==> src/inc/cor_map.svh <==
`ifndef COR_MAP_SVH
`define COR_MAP_SVH

// ****************************************
// Device register offsets
// ****************************************
`define COR_OPT_ADDR 8'h12
`define COR_CUR_ADDR 8'h14
`define COR_STAT_ADDR 8'h21
`define COR_HOT_ADDR 8'h34
`define COR_SENSE_ADDR 8'h40

// ****************************************
// Reset values
// ****************************************
`define COR_OPT_RESET 16'he70e
`define COR_CUR_RESET 7'h00
`define COR_WORD_ZERO 16'h0000

// ****************************************
// Field positions
// ****************************************
`define COR_AUTO_OFF_BIT 12
`define COR_CMP_LATCH_BIT 7
`define COR_UVP_DIS_BIT 6
`define COR_CALIB_BIT 5
`define COR_IN_GAIN_BIT 4
`define COR_BAT_GAIN_BIT 3
`define COR_LDO_BIT 2
`define COR_IN_LOOP_BIT 1
`define COR_INHIBIT_BIT 0
`define COR_CUR_MSB 12
`define COR_CUR_LSB 6
`define COR_CUR_BAD_MSB 15
`define COR_CUR_BAD_LSB 13
`define COR_STAT_CMP_BIT 6
`define COR_HOT_LATCH_BIT 6
`define COR_SENSE_HALF_BIT 0

// ****************************************
// Pre-charge clamps in mA
// ****************************************
`define COR_CLAMP_LOW_MA 384
`define COR_CLAMP_HIGH_MA 2000

// ****************************************
// Host controller offsets and fields
// ****************************************
`define COR_H_TARGET 4'h0
`define COR_H_DATA 4'h1
`define COR_H_GO 4'h2
`define COR_H_STATUS 4'h3
`define COR_H_RESULT 4'h4
`define COR_H_GO_READ_BIT 0

`endif

==> src/inc/cor_pkg.sv <==
package cor_pkg;
    typedef logic [7:0] cor_addr_type;
    typedef logic [15:0] cor_word_type;
    typedef logic [3:0] cor_sw_addr_type;
    typedef logic [13:0] cor_ma_type;
    typedef enum logic [2:0] {
        COR_IDLE = 3'b001,
        COR_ISSUE = 3'b010,
        COR_CAPTURE = 3'b100
    } cor_state_type;
endpackage

==> src/inc/cor_reg_if.sv <==
interface cor_reg_if;
    import cor_pkg::*;
    cor_addr_type addr;
    cor_word_type wdata;
    logic wr;
    logic rd;
    cor_word_type rdata;

    modport device (
        input addr,
        input wdata,
        input wr,
        input rd,
        output rdata
    );

    modport host (
        output addr,
        output wdata,
        output wr,
        output rd,
        input rdata
    );
endinterface

==> src/verilog/cor_comparator_latch.sv <==
`include "cor_map.svh"

module cor_comparator_latch (
    input wire logic ref_clk,
    input wire logic rst_n,
    input wire logic comparator_raw,
    input wire logic latch_enable,
    input wire logic hot_latch_enable,
    input wire logic status_read,
    output logic comparator_output_pin,
    output logic status_flag
);
    import cor_pkg::*;

    // ****************************************
    // Output pin: low sticks while latching is on
    // ****************************************
    always_ff @(posedge ref_clk or negedge rst_n) begin
        if (!rst_n) begin
            comparator_output_pin <= 1'b1;
        end else if (latch_enable) begin
            comparator_output_pin <= comparator_output_pin & comparator_raw;
        end else begin
            comparator_output_pin <= comparator_raw;
        end
    end

    // ****************************************
    // Status flag: sticky until read while hot latch is on, a trip beats the read
    // ****************************************
    always_ff @(posedge ref_clk or negedge rst_n) begin
        if (!rst_n) begin
            status_flag <= 1'b0;
        end else begin
            status_flag <= !comparator_raw
                | (hot_latch_enable & status_flag & !status_read);
        end
    end
endmodule // cor_comparator_latch

==> src/verilog/cor_device.sv <==
// What this block does
// - Latched comparator stays low; toggling bit clears
// - Hot-profile latch keeps status until read
// - Undervoltage disable bit zero keeps protection on
// - Calibration bit discharges battery, converter off
// - Input amp gain 20x at zero, 40x one
// - Battery amp gain 8x zero, 16x default
// - No linear mode, battery below minimum: switch on, max-voltage regulation
// - Linear pre-charge clamps to 384 mA or 2 A
// - Host sets loop enable; auto-off clears it
// - Inhibit bit one blocks charging, zero allows
// - Charge current 0 to 8.128 A, 64 mA
// - Charge current zero after power-on reset
// - Battery, adapter, reset, 0 V, watchdog zero current
// - Converter faults leave charge current alone
// - Bits 12..8 weigh 4096 down to 256 mA
// - Any of bits 15..13 set: invalid write
// - 10 milliohm default; 5 milliohm doubles steps
// - Bits 7, 6 weigh 128, 64 mA; rest ignored
//
// The plain strobed port was chosen for this implementation.
`include "cor_map.svh"

module cor_device #(
    parameter int CLAMP_LOW_MA = `COR_CLAMP_LOW_MA,
    parameter int CLAMP_HIGH_MA = `COR_CLAMP_HIGH_MA
) (
    input wire logic ref_clk,
    input wire logic rst_n,
    cor_reg_if.device bus,
    input wire logic comparator_raw,
    input wire logic battery_present_pin,
    input wire logic adapter_valid_flag,
    input wire logic register_reset_req,
    input wire logic charge_voltage_zero_write,
    input wire logic watchdog_expired,
    input wire logic single_cell,
    input wire logic vbat_below_3v0,
    input wire logic vbat_below_min,
    output logic comparator_output_pin,
    output logic comparator_status,
    output logic system_uvp_active,
    output logic calib_discharge,
    output logic converter_off,
    output logic input_amp_gain_40x,
    output logic battery_amp_gain_16x,
    output logic battery_switch_full_on,
    output logic regulate_from_max_voltage,
    output logic input_loop_active,
    output logic charging_enable,
    output cor_pkg::cor_ma_type charge_current_ma,
    output cor_pkg::cor_ma_type charge_target_ma
);
    import cor_pkg::*;

    // ****************************************
    // Parameter checks
    // ****************************************
    if (CLAMP_LOW_MA <= 0 || CLAMP_LOW_MA >= (1 << $bits(cor_ma_type))) begin : g_bad_low
        $error("CLAMP_LOW_MA out of range");
    end
    if (CLAMP_HIGH_MA <= 0 || CLAMP_HIGH_MA >= (1 << $bits(cor_ma_type))) begin : g_bad_high
        $error("CLAMP_HIGH_MA out of range");
    end

    localparam cor_ma_type LOW_MA = cor_ma_type'(CLAMP_LOW_MA);
    localparam cor_ma_type HIGH_MA = cor_ma_type'(CLAMP_HIGH_MA);

    function automatic logic hit(input logic strobe, input cor_addr_type a,
                                 input cor_addr_type key);
        return strobe && (a == key);
    endfunction

    cor_word_type opt_q;
    cor_word_type opt_d;
    logic [`COR_CUR_MSB-`COR_CUR_LSB:0] cur_q;
    logic [`COR_CUR_MSB-`COR_CUR_LSB:0] cur_d;
    logic hot_latch_q;
    logic sense_half_q;
    logic bat_prev_q;
    logic bat_fall;
    logic cur_zero_req;
    logic cur_write_ok;
    logic [12:0] cur_ma;
    cor_ma_type scaled_ma;
    cor_ma_type clamp_ma;
    cor_ma_type target_ma;

    // ****************************************
    // Event detection
    // ****************************************
    always_ff @(posedge ref_clk or negedge rst_n) begin
        if (!rst_n) begin
            bat_prev_q <= 1'b1;
        end else begin
            bat_prev_q <= battery_present_pin;
        end
    end

    assign bat_fall = bat_prev_q & !battery_present_pin;
    // Converter faults are not inputs here, so they cannot disturb the setting
    assign cur_zero_req = bat_fall | !adapter_valid_flag | register_reset_req
        | charge_voltage_zero_write | watchdog_expired;
    assign cur_write_ok = hit(bus.wr, bus.addr, `COR_CUR_ADDR)
        && (bus.wdata[`COR_CUR_BAD_MSB:`COR_CUR_BAD_LSB] == 3'h0);

    // ****************************************
    // Option register
    // ****************************************
    always_comb begin
        opt_d = opt_q;
        if (register_reset_req) begin
            opt_d = `COR_OPT_RESET;
        end else begin
            if (hit(bus.wr, bus.addr, `COR_OPT_ADDR)) begin
                opt_d = bus.wdata;
            end
            if (bat_fall && opt_q[`COR_AUTO_OFF_BIT]) begin
                opt_d[`COR_IN_LOOP_BIT] = 1'b0;
            end
        end
    end

    always_ff @(posedge ref_clk or negedge rst_n) begin
        if (!rst_n) begin
            opt_q <= `COR_OPT_RESET;
        end else begin
            opt_q <= opt_d;
        end
    end

    // ****************************************
    // Charge current register
    // ****************************************
    always_comb begin
        cur_d = cur_q;
        if (cur_zero_req) begin
            cur_d = `COR_CUR_RESET;
        end else if (cur_write_ok) begin
            cur_d = bus.wdata[`COR_CUR_MSB:`COR_CUR_LSB];
        end
    end

    always_ff @(posedge ref_clk or negedge rst_n) begin
        if (!rst_n) begin
            cur_q <= `COR_CUR_RESET;
        end else begin
            cur_q <= cur_d;
        end
    end

    // ****************************************
    // Hot-profile latch and sense resistor select
    // ****************************************
    always_ff @(posedge ref_clk or negedge rst_n) begin
        if (!rst_n) begin
            hot_latch_q <= 1'b0;
            sense_half_q <= 1'b0;
        end else if (register_reset_req) begin
            hot_latch_q <= 1'b0;
            sense_half_q <= 1'b0;
        end else begin
            if (hit(bus.wr, bus.addr, `COR_HOT_ADDR)) begin
                hot_latch_q <= bus.wdata[`COR_HOT_LATCH_BIT];
            end
            if (hit(bus.wr, bus.addr, `COR_SENSE_ADDR)) begin
                sense_half_q <= bus.wdata[`COR_SENSE_HALF_BIT];
            end
        end
    end

    // ****************************************
    // Comparator
    // ****************************************
    cor_comparator_latch u_cmp (
        .ref_clk(ref_clk),
        .rst_n(rst_n),
        .comparator_raw(comparator_raw),
        .latch_enable(opt_q[`COR_CMP_LATCH_BIT]),
        .hot_latch_enable(hot_latch_q),
        .status_read(hit(bus.rd, bus.addr, `COR_STAT_ADDR)),
        .comparator_output_pin(comparator_output_pin),
        .status_flag(comparator_status)
    );

    // ****************************************
    // Current arithmetic
    // ****************************************
    // Bit 6 weighs 64 mA, so the field padded with six zeros is the mA value
    assign cur_ma = {cur_q, 6'h00};
    assign scaled_ma = sense_half_q ? {cur_ma, 1'b0} : {1'b0, cur_ma};
    assign clamp_ma = (single_cell && !vbat_below_3v0) ? HIGH_MA : LOW_MA;

    always_comb begin
        target_ma = scaled_ma;
        if (opt_q[`COR_LDO_BIT] && vbat_below_min && scaled_ma > clamp_ma) begin
            target_ma = clamp_ma;
        end
    end

    // ****************************************
    // Control outputs
    // ****************************************
    always_ff @(posedge ref_clk or negedge rst_n) begin
        if (!rst_n) begin
            system_uvp_active <= 1'b1;
            calib_discharge <= 1'b0;
            converter_off <= 1'b0;
            input_amp_gain_40x <= 1'b0;
            battery_amp_gain_16x <= 1'b1;
            battery_switch_full_on <= 1'b0;
            regulate_from_max_voltage <= 1'b0;
            input_loop_active <= 1'b1;
            charging_enable <= 1'b0;
            charge_current_ma <= '0;
            charge_target_ma <= '0;
        end else begin
            system_uvp_active <= !opt_q[`COR_UVP_DIS_BIT];
            calib_discharge <= opt_q[`COR_CALIB_BIT];
            converter_off <= opt_q[`COR_CALIB_BIT];
            input_amp_gain_40x <= opt_q[`COR_IN_GAIN_BIT];
            battery_amp_gain_16x <= opt_q[`COR_BAT_GAIN_BIT];
            battery_switch_full_on <= !opt_q[`COR_LDO_BIT] && vbat_below_min;
            regulate_from_max_voltage <= !opt_q[`COR_LDO_BIT] && vbat_below_min;
            input_loop_active <= opt_q[`COR_IN_LOOP_BIT];
            charging_enable <= !opt_q[`COR_INHIBIT_BIT] && adapter_valid_flag
                && (cur_q != `COR_CUR_RESET) && !opt_q[`COR_CALIB_BIT];
            charge_current_ma <= scaled_ma;
            charge_target_ma <= target_ma;
        end
    end

    // ****************************************
    // Read port
    // ****************************************
    always_ff @(posedge ref_clk or negedge rst_n) begin
        if (!rst_n) begin
            bus.rdata <= `COR_WORD_ZERO;
        end else begin
            bus.rdata <= `COR_WORD_ZERO;
            if (bus.rd) begin
                case (bus.addr)
                    `COR_OPT_ADDR: begin
                        bus.rdata <= opt_q;
                    end
                    `COR_CUR_ADDR: begin
                        bus.rdata[`COR_CUR_MSB:`COR_CUR_LSB] <= cur_q;
                    end
                    `COR_STAT_ADDR: begin
                        bus.rdata[`COR_STAT_CMP_BIT] <= comparator_status;
                    end
                    `COR_HOT_ADDR: begin
                        bus.rdata[`COR_HOT_LATCH_BIT] <= hot_latch_q;
                    end
                    `COR_SENSE_ADDR: begin
                        bus.rdata[`COR_SENSE_HALF_BIT] <= sense_half_q;
                    end
                    default: begin
                        bus.rdata <= `COR_WORD_ZERO;
                    end
                endcase
            end
        end
    end
endmodule // cor_device

==> src/flat_wrapper.sv <==
// flat-port wrapper written by rule: the top's interface ports become plain ports
module cor_device_flat import cor_pkg::*;
#(
    parameter int CLAMP_LOW_MA = `COR_CLAMP_LOW_MA,
    parameter int CLAMP_HIGH_MA = `COR_CLAMP_HIGH_MA
)
  (ref_clk, rst_n, comparator_raw, battery_present_pin, adapter_valid_flag, register_reset_req, charge_voltage_zero_write, watchdog_expired, single_cell, vbat_below_3v0, vbat_below_min, comparator_output_pin, comparator_status, system_uvp_active, calib_discharge, converter_off, input_amp_gain_40x, battery_amp_gain_16x, battery_switch_full_on, regulate_from_max_voltage, input_loop_active, charging_enable, charge_current_ma, charge_target_ma, bus_addr, bus_wdata, bus_wr, bus_rd, bus_rdata);
  cor_reg_if bus_i ();
  input wire logic ref_clk;
  input wire logic rst_n;
  input wire logic comparator_raw;
  input wire logic battery_present_pin;
  input wire logic adapter_valid_flag;
  input wire logic register_reset_req;
  input wire logic charge_voltage_zero_write;
  input wire logic watchdog_expired;
  input wire logic single_cell;
  input wire logic vbat_below_3v0;
  input wire logic vbat_below_min;
  output logic comparator_output_pin;
  output logic comparator_status;
  output logic system_uvp_active;
  output logic calib_discharge;
  output logic converter_off;
  output logic input_amp_gain_40x;
  output logic battery_amp_gain_16x;
  output logic battery_switch_full_on;
  output logic regulate_from_max_voltage;
  output logic input_loop_active;
  output logic charging_enable;
  output cor_pkg::cor_ma_type charge_current_ma;
  output cor_pkg::cor_ma_type charge_target_ma;
  input wire logic [$bits(bus_i.addr)-1:0] bus_addr;
  input wire logic [$bits(bus_i.wdata)-1:0] bus_wdata;
  input wire logic [$bits(bus_i.wr)-1:0] bus_wr;
  input wire logic [$bits(bus_i.rd)-1:0] bus_rd;
  output wire logic [$bits(bus_i.rdata)-1:0] bus_rdata;
  assign bus_i.addr = bus_addr;
  assign bus_i.wdata = bus_wdata;
  assign bus_i.wr = bus_wr;
  assign bus_i.rd = bus_rd;
  assign bus_rdata = bus_i.rdata;
  cor_device #(.CLAMP_LOW_MA(CLAMP_LOW_MA), .CLAMP_HIGH_MA(CLAMP_HIGH_MA)) u_core (.ref_clk(ref_clk), .rst_n(rst_n), .bus(bus_i), .comparator_raw(comparator_raw), .battery_present_pin(battery_present_pin), .adapter_valid_flag(adapter_valid_flag), .register_reset_req(register_reset_req), .charge_voltage_zero_write(charge_voltage_zero_write), .watchdog_expired(watchdog_expired), .single_cell(single_cell), .vbat_below_3v0(vbat_below_3v0), .vbat_below_min(vbat_below_min), .comparator_output_pin(comparator_output_pin), .comparator_status(comparator_status), .system_uvp_active(system_uvp_active), .calib_discharge(calib_discharge), .converter_off(converter_off), .input_amp_gain_40x(input_amp_gain_40x), .battery_amp_gain_16x(battery_amp_gain_16x), .battery_switch_full_on(battery_switch_full_on), .regulate_from_max_voltage(regulate_from_max_voltage), .input_loop_active(input_loop_active), .charging_enable(charging_enable), .charge_current_ma(charge_current_ma), .charge_target_ma(charge_target_ma));
endmodule
==> config.mk <==
export PLATFORM = sky130hd
export DESIGN_NAME = cor_device_flat
export DESIGN_NICKNAME = d
export VERILOG_FILES = /design/src/inc/cor_pkg.sv /design/src/inc/cor_reg_if.sv /design/src/verilog/cor_comparator_latch.sv /design/src/verilog/cor_device.sv /design/src/flat_wrapper.sv
export VERILOG_INCLUDE_DIRS = /design/src /design/src/inc
export SDC_FILE = /design/constraint.sdc
export NUM_CORES = 1
export LEC_CHECK = 0
export ABC_AREA = 0
export BUFFER_PORTS_ARGS = -buffer_cell sky130_fd_sc_hd__buf_2
export CAP_MARGIN = 25
export CORE_MARGIN = 4
export CORE_UTILIZATION = 33
export CTS_BUF_LIST = sky130_fd_sc_hd__clkbuf_16
export DETAILED_ROUTE_END_ITERATION = 10
export PLACE_DENSITY = 0.55
export REMOVE_ABC_BUFFERS = 1
export SYNTH_ARGS = -nofsm -noshare
export SYNTH_HDL_FRONTEND = slang
export SYNTH_HIERARCHICAL = 1
export SYNTH_SLANG_ARGS = --single-unit
==> constraint.sdc <==
create_clock -name ref_clk -period 5.6 [get_ports ref_clk]
set_clock_uncertainty 0.2 [all_clocks]
set_input_delay 1.12 -clock ref_clk [delete_from_list [all_inputs] [get_ports ref_clk]]
set_output_delay 1.12 -clock ref_clk [all_outputs]
set_load 0.02 [all_outputs]
======== Word level (Yosys, flattened, before mapping) ========
Cells that the tools add are included.
word-level totals
  register bits ........................... 79
  input port bits ......................... 37
  output and inout port bits .............. 55
  word-level logic and storage cells ...... 82
operators by class
  magnitude comparators ................... 1
  equal/unequal tests ..................... 5
  multiplexer cells ....................... 19
  bitwise operators ....................... 9
  reduce and logical (&&, ||, !) cells .... 30
operator list
  kind                                                              count
  16-bit 2-to-1 mux                                                 3
  14-bit 2-to-1 mux                                                 2
  8-bit by 5-bit == test with 1-bit output (second input constant)  2
  8-bit by 6-bit == test with 1-bit output (second input constant)  2
  14-bit > comparator                                               1
  1-bit logical AND                                                 14
  7-bit 2-to-1 mux                                                  2
  6-bit case mux with 2 select lines                                1
  11-bit 2-to-1 mux                                                 1
  1-bit logical NOT                                                 9
  8-bit by 7-bit == test with 1-bit output (second input constant)  1
  2-bit nonzero test                                                4
  7-bit nonzero test                                                1
  1-bit 2-to-1 mux                                                  6
  5-bit 2-to-1 mux                                                  1
  1-bit bitwise OR                                                  5
  1-bit AND                                                         4
  1-bit case mux with 4 select lines                                1
  3-bit logical NOT                                                 1
  3-bit 2-to-1 mux                                                  1
  3-bit nonzero test                                                1
  1-bit case mux with 2 select lines                                1

======== Longest topological paths before layout ========
  word-level depth ........................ 7
  depth in mapped cells ................... 7
  depth with buffers taken out ............ 4

======== Hierarchy ========
The synthesis kept the hierarchy.
by module, submodules not included
  module                times used  cells an instance  area each (µm²)  sequential area each (µm²)
  cor_device            1           222                2,770.2          1,667.8
  cor_comparator_latch  1           6                  75.1             51.3

======== Worst setup path before layout ========
OpenSTA, ideal clock, no wires.
  path type ............................... input -> register
  from .................................... input bus_addr[3]
  to ...................................... register u_core.sense_half_q
  setup time .............................. 0.132 ns
  data arrival time ....................... 2.155 ns
  required time ........................... 5.268 ns
  path slack .............................. 3.113 ns
  cell stages on the path ................. 4
  path buffers ............................ 0
  path through ............................ or4_1 -> and4bb_2 -> mux2i_1 -> nor2_1
between the ends
  word-level cells in the longest chain between the ends .. 3
ends and longest elaborated chain
  item                                      line                source
  start: declaration                        flat_wrapper.sv:33  input wire logic [$bits(bus_i.addr)-1:0] bus_addr;
  8-bit by 7-bit == test with 1-bit output  cor_device.sv:71    return strobe && (a == key);
  1-bit logical AND                         cor_device.sv:71
  2-bit nonzero test (no line)              --
  end signal: assignment                    cor_device.sv:167   sense_half_q <= bus.wdata[`COR_SENSE_HALF_BIT];
  end: declaration                          cor_device.sv:79    logic sense_half_q;
No other way between the ends.
A chain may end at the register's enable or synchronous reset.

======== Final worst setup path ========
  from .................................... input bus_addr[3]
  to ...................................... register u_core.opt_q[1]
between the ends
  word-level cells in the longest chain between the ends .. 3
ends and longest elaborated chain
  item                                      line               source
  8-bit by 5-bit == test with 1-bit output  cor_device.sv:71
  1-bit logical AND                         cor_device.sv:71
  3-bit nonzero test (no line)              --
  end signal: assignment                    cor_device.sv:126  opt_q <= `COR_OPT_RESET;
  end signal: assignment                    cor_device.sv:128  opt_q <= opt_d;
  end: declaration                          cor_device.sv:74   cor_word_type opt_q;
No other way between the ends.

==> out/qor.csv <==
stage,metric,value,unit
critical_path,endpoint_kind,flop,
critical_path,startpoint_type,input port,
detailed_routing,vias,1872,
yosys,ys_async_sr_fraction,100,%
yosys,synth_edf_count,0,
global_route,grt_overflow,0,
clock_network,cts_tree,yes,
yosys,ys_warn_count,6,
placement,io_buffer_count,80,
pwr,ir_drop,0.135,mV
clock_network,holdBufCountCts,0,
sta,slew_violations,0,
sta,finalSetupTns,0,ns
pwr,p_per_area,316,mW/mm²
floorplanning,start_util,34.3,%
finish,nets,345,
floorplanning,dieArea,0.0102,mm²
yosys,synth-seq-area-share,60.4,%
sta,finalHoldViolCount,0,
sta,fmax,0.389,GHz
sta,timing.final.ws_setup,3.03,ns
pwr,p_leak,0.00194,µW
pwr,fin_total_pwr,1130,µW
clock_network,insertion_delay,0.32,ns
critical_path,critPathMaxFanout,25,
global_route,grt_pass1_wl,10100,µm
sta,slew_headroom,43.6,%
yosys,synth_area_per_cell,12.5,µm²
floorplanning,dieWidth,101,µm
sta,tightest_slew,0.846,ns
floorplanning,core,0.00830,mm²
clock_network,cts.sinks,68,
yosys,synth_area,0.00285,mm²
critical_path,arrival,2.61,ns
detailed_routing,wirelength,6200,µm
yosys,netlist_instances,228,
placement,gp_congestion,0.776,
clock_network,clock_path_buffers,2,
clock_network,cts-root-buf,clkbuf_16,
run_status,status,completed,
clock_network,postCtsSetupBuffers,0,
critical_path,path_class,in -> reg,
finish,drive_gt1_share,39.6,%
clock_network,clkSlewWorstSetupHoldPaths,0.05,ns
finish,antenna_cells,0,
clock_network,htreeDepth,3,
global_route,grt_use_total,13.0,%
run,drv_cap,0,
yosys,synth_cell_types,40,
sta,period_needed,2.57,ns
clock_network,cts_buffers,9,
yosys,ys_ff_latch,68,
detailed_routing,via_per_inst,4.48,
hold_path,hold_class,reg -> reg,
global_route,grt_max_degree,69,
clock_network,ctsResizeCount,0,
finish,syn2layout_area_growth,25.7,%
floorplanning,top_level_ports,92,
sta,whs,0.173,ns
sta,finalSetupViolCount,0,
placement,dpl.hpwl,4370,µm
yosys,synth_flop_cell,dfrtp_1,
floorplanning,die-height,101,µm
detailed_routing,firstDrtPassIters,5,
detailed_routing,drt_iter0_drc,61,
detailed_routing,ant_nets,0,
global_route,antenna_found_initial,0,
sta,period_share,45.9,%
placement,place_ws,2.68,ns
sta,rsz0062_at_grt,no,
detailed_routing,wl_per_cell,14.8,µm
floorplanning,rows,33,
global_route,grt_pass1_vias,2003,
critical_path,required,5.64,ns
detailed_routing,post-route-drc-count,0,
## synth_stat cells (all sizes together), types with 2 or more instances
library cell	number	area [µm²]
a311o	2	21.3
o21ai	4	20.0
buf	18	146
mux2i	17	170
inv	12	45.0
and2	12	75.1
nand2	8	30.0
nor3b	3	22.5
mux2	8	90.1
nor3	3	20.0
or4	2	18.8
dfstp	14	368
a22o	6	52.6
and4	2	17.5
nor2	28	105
dfrtp	54	1350
nand2b	3	18.8
a211o	8	70.1
nor2b	6	37.5
nand4	3	40.0
clkbuf	4	16.3
nor4b	3	41.3
## kinds of logic after synthesis
| logic type | after synthesis | share of synthesized area [%] |
|---|---|---|
| AOI/OAI and AO/OA | 24 | 7.08 |
| muxes | 25 | 9.15 |
| and+or+nand+nor | 76 | 15.9 |
| DFF | 68 | 60.4 |
| buffers and inverters | 34 | 7.30 |
| other | 1 | 0.132 |
## cells in the final DEF (no fill, tap or decap), types with 2 or more instances in the layout
master,count
a211o_1,8
a22o_1,6
and2_1,12
and4_1,2
buf_2,80
bufinv_16,2
clkbuf_16,9
clkinvlp_4,3
conb_1,11
dfrtp_1,54
dfstp_2,14
inv_1,12
mux2_1,3
mux2_2,5
mux2i_1,17
nand2_1,8
nand2b_1,3
nor2_1,28
nor2b_1,6
nor3_1,2
nor3b_1,3
nor4b_1,2
o21ai_1,3
## sequential cells by signal, indices dropped and copies added (netlist names)
signal / cells
u_core/charge_current_ma: 8
u_core/charging_enable: 1
u_core/battery_amp_gain_16x: 1
u_core/cur_q: 7
u_core/u_cmp/comparator_output_pin: 1
u_core/hot_latch_q: 1
u_core/bus.rdata: 16
u_core/system_uvp_active: 1
u_core/input_amp_gain_40x: 1
u_core/converter_off: 1
u_core/opt_q: 16
u_core/bat_prev_q: 1
u_core/sense_half_q: 1
u_core/u_cmp/status_flag: 1
u_core/regulate_from_max_voltage: 1
u_core/charge_target_ma: 9
u_core/input_loop_active: 1
## through the flow
stage          instances  cell area, µm²  util, %
2_1_floorplan        216            2720        -
3_3_place_gp         402            3260     39.3
3_5_place_dp         402            3260     39.3
4_1_cts              418            3580     43.1
5_1_grt              418            3580     43.1
6_report             418            3580     43.1
## report_power, final
group / internal (µW) / switching [µW]
logic: 15.1 / 33.4
clock network: 387 / 199
registers: 494 / 0.939
total: 896 / 234
## layout make-up
| type | instances | area [µm²] |
|---|---|---|
| Multi-Input combinational cell | 136 | 956 |
| Sequential cell | 68 | 1720 |
| Inverter | 12 | 45.0 |
| Clock inverter | 7 | 91.3 |
| Fill cell | 803 | 4720 |
| Tap cell | 105 | 131 |
| Timing Repair Buffer | 81 | 408 |
| Clock buffer | 9 | 225 |
## path summary, 6_finish.rpt
path | to | cells after the start | slack [ns] | from
hold reg to reg | u_core/input_loop_active | 0 | 0.17 | u_core/opt_q[1]
hold / removal | u_core/input_loop_active | 0 | 0.17 | u_core/opt_q[1]
setup / recovery | u_core/opt_q[1] | 4 | 3.03 | bus_addr[3]
max in group asynchronous | u_core/charge_target_ma[4] | 2 | 3.85 | rst_n
setup reg to reg | u_core/charge_target_ma[9] | 4 | 3.61 | u_core/cur_q[3]
min in group asynchronous | u_core/bus.rdata[4] | 2 | 0.78 | rst_n
## metal layers
| metal | global-route usage (%) | part of all wire, % | vias to the layer above |
|---|---|---|---|
| li1 | - | - | 913 |
| met1 | 16.6 | 44 | 889 |
| met2 | 20.4 | 47 | 62 |
| met3 | 4.57 | 8.1 | 8 |
| met4 | 4.66 | 1.2 | 0 |
| met5 | 0 | 0 | - |
## critical path, stage by stage
cell,delay (ns)
buf_2,0.12
nor4b_4,0.45
nand4_4,0.46
a311o_1,0.45
No activity file was read; power rests on OpenSTA's default activity.
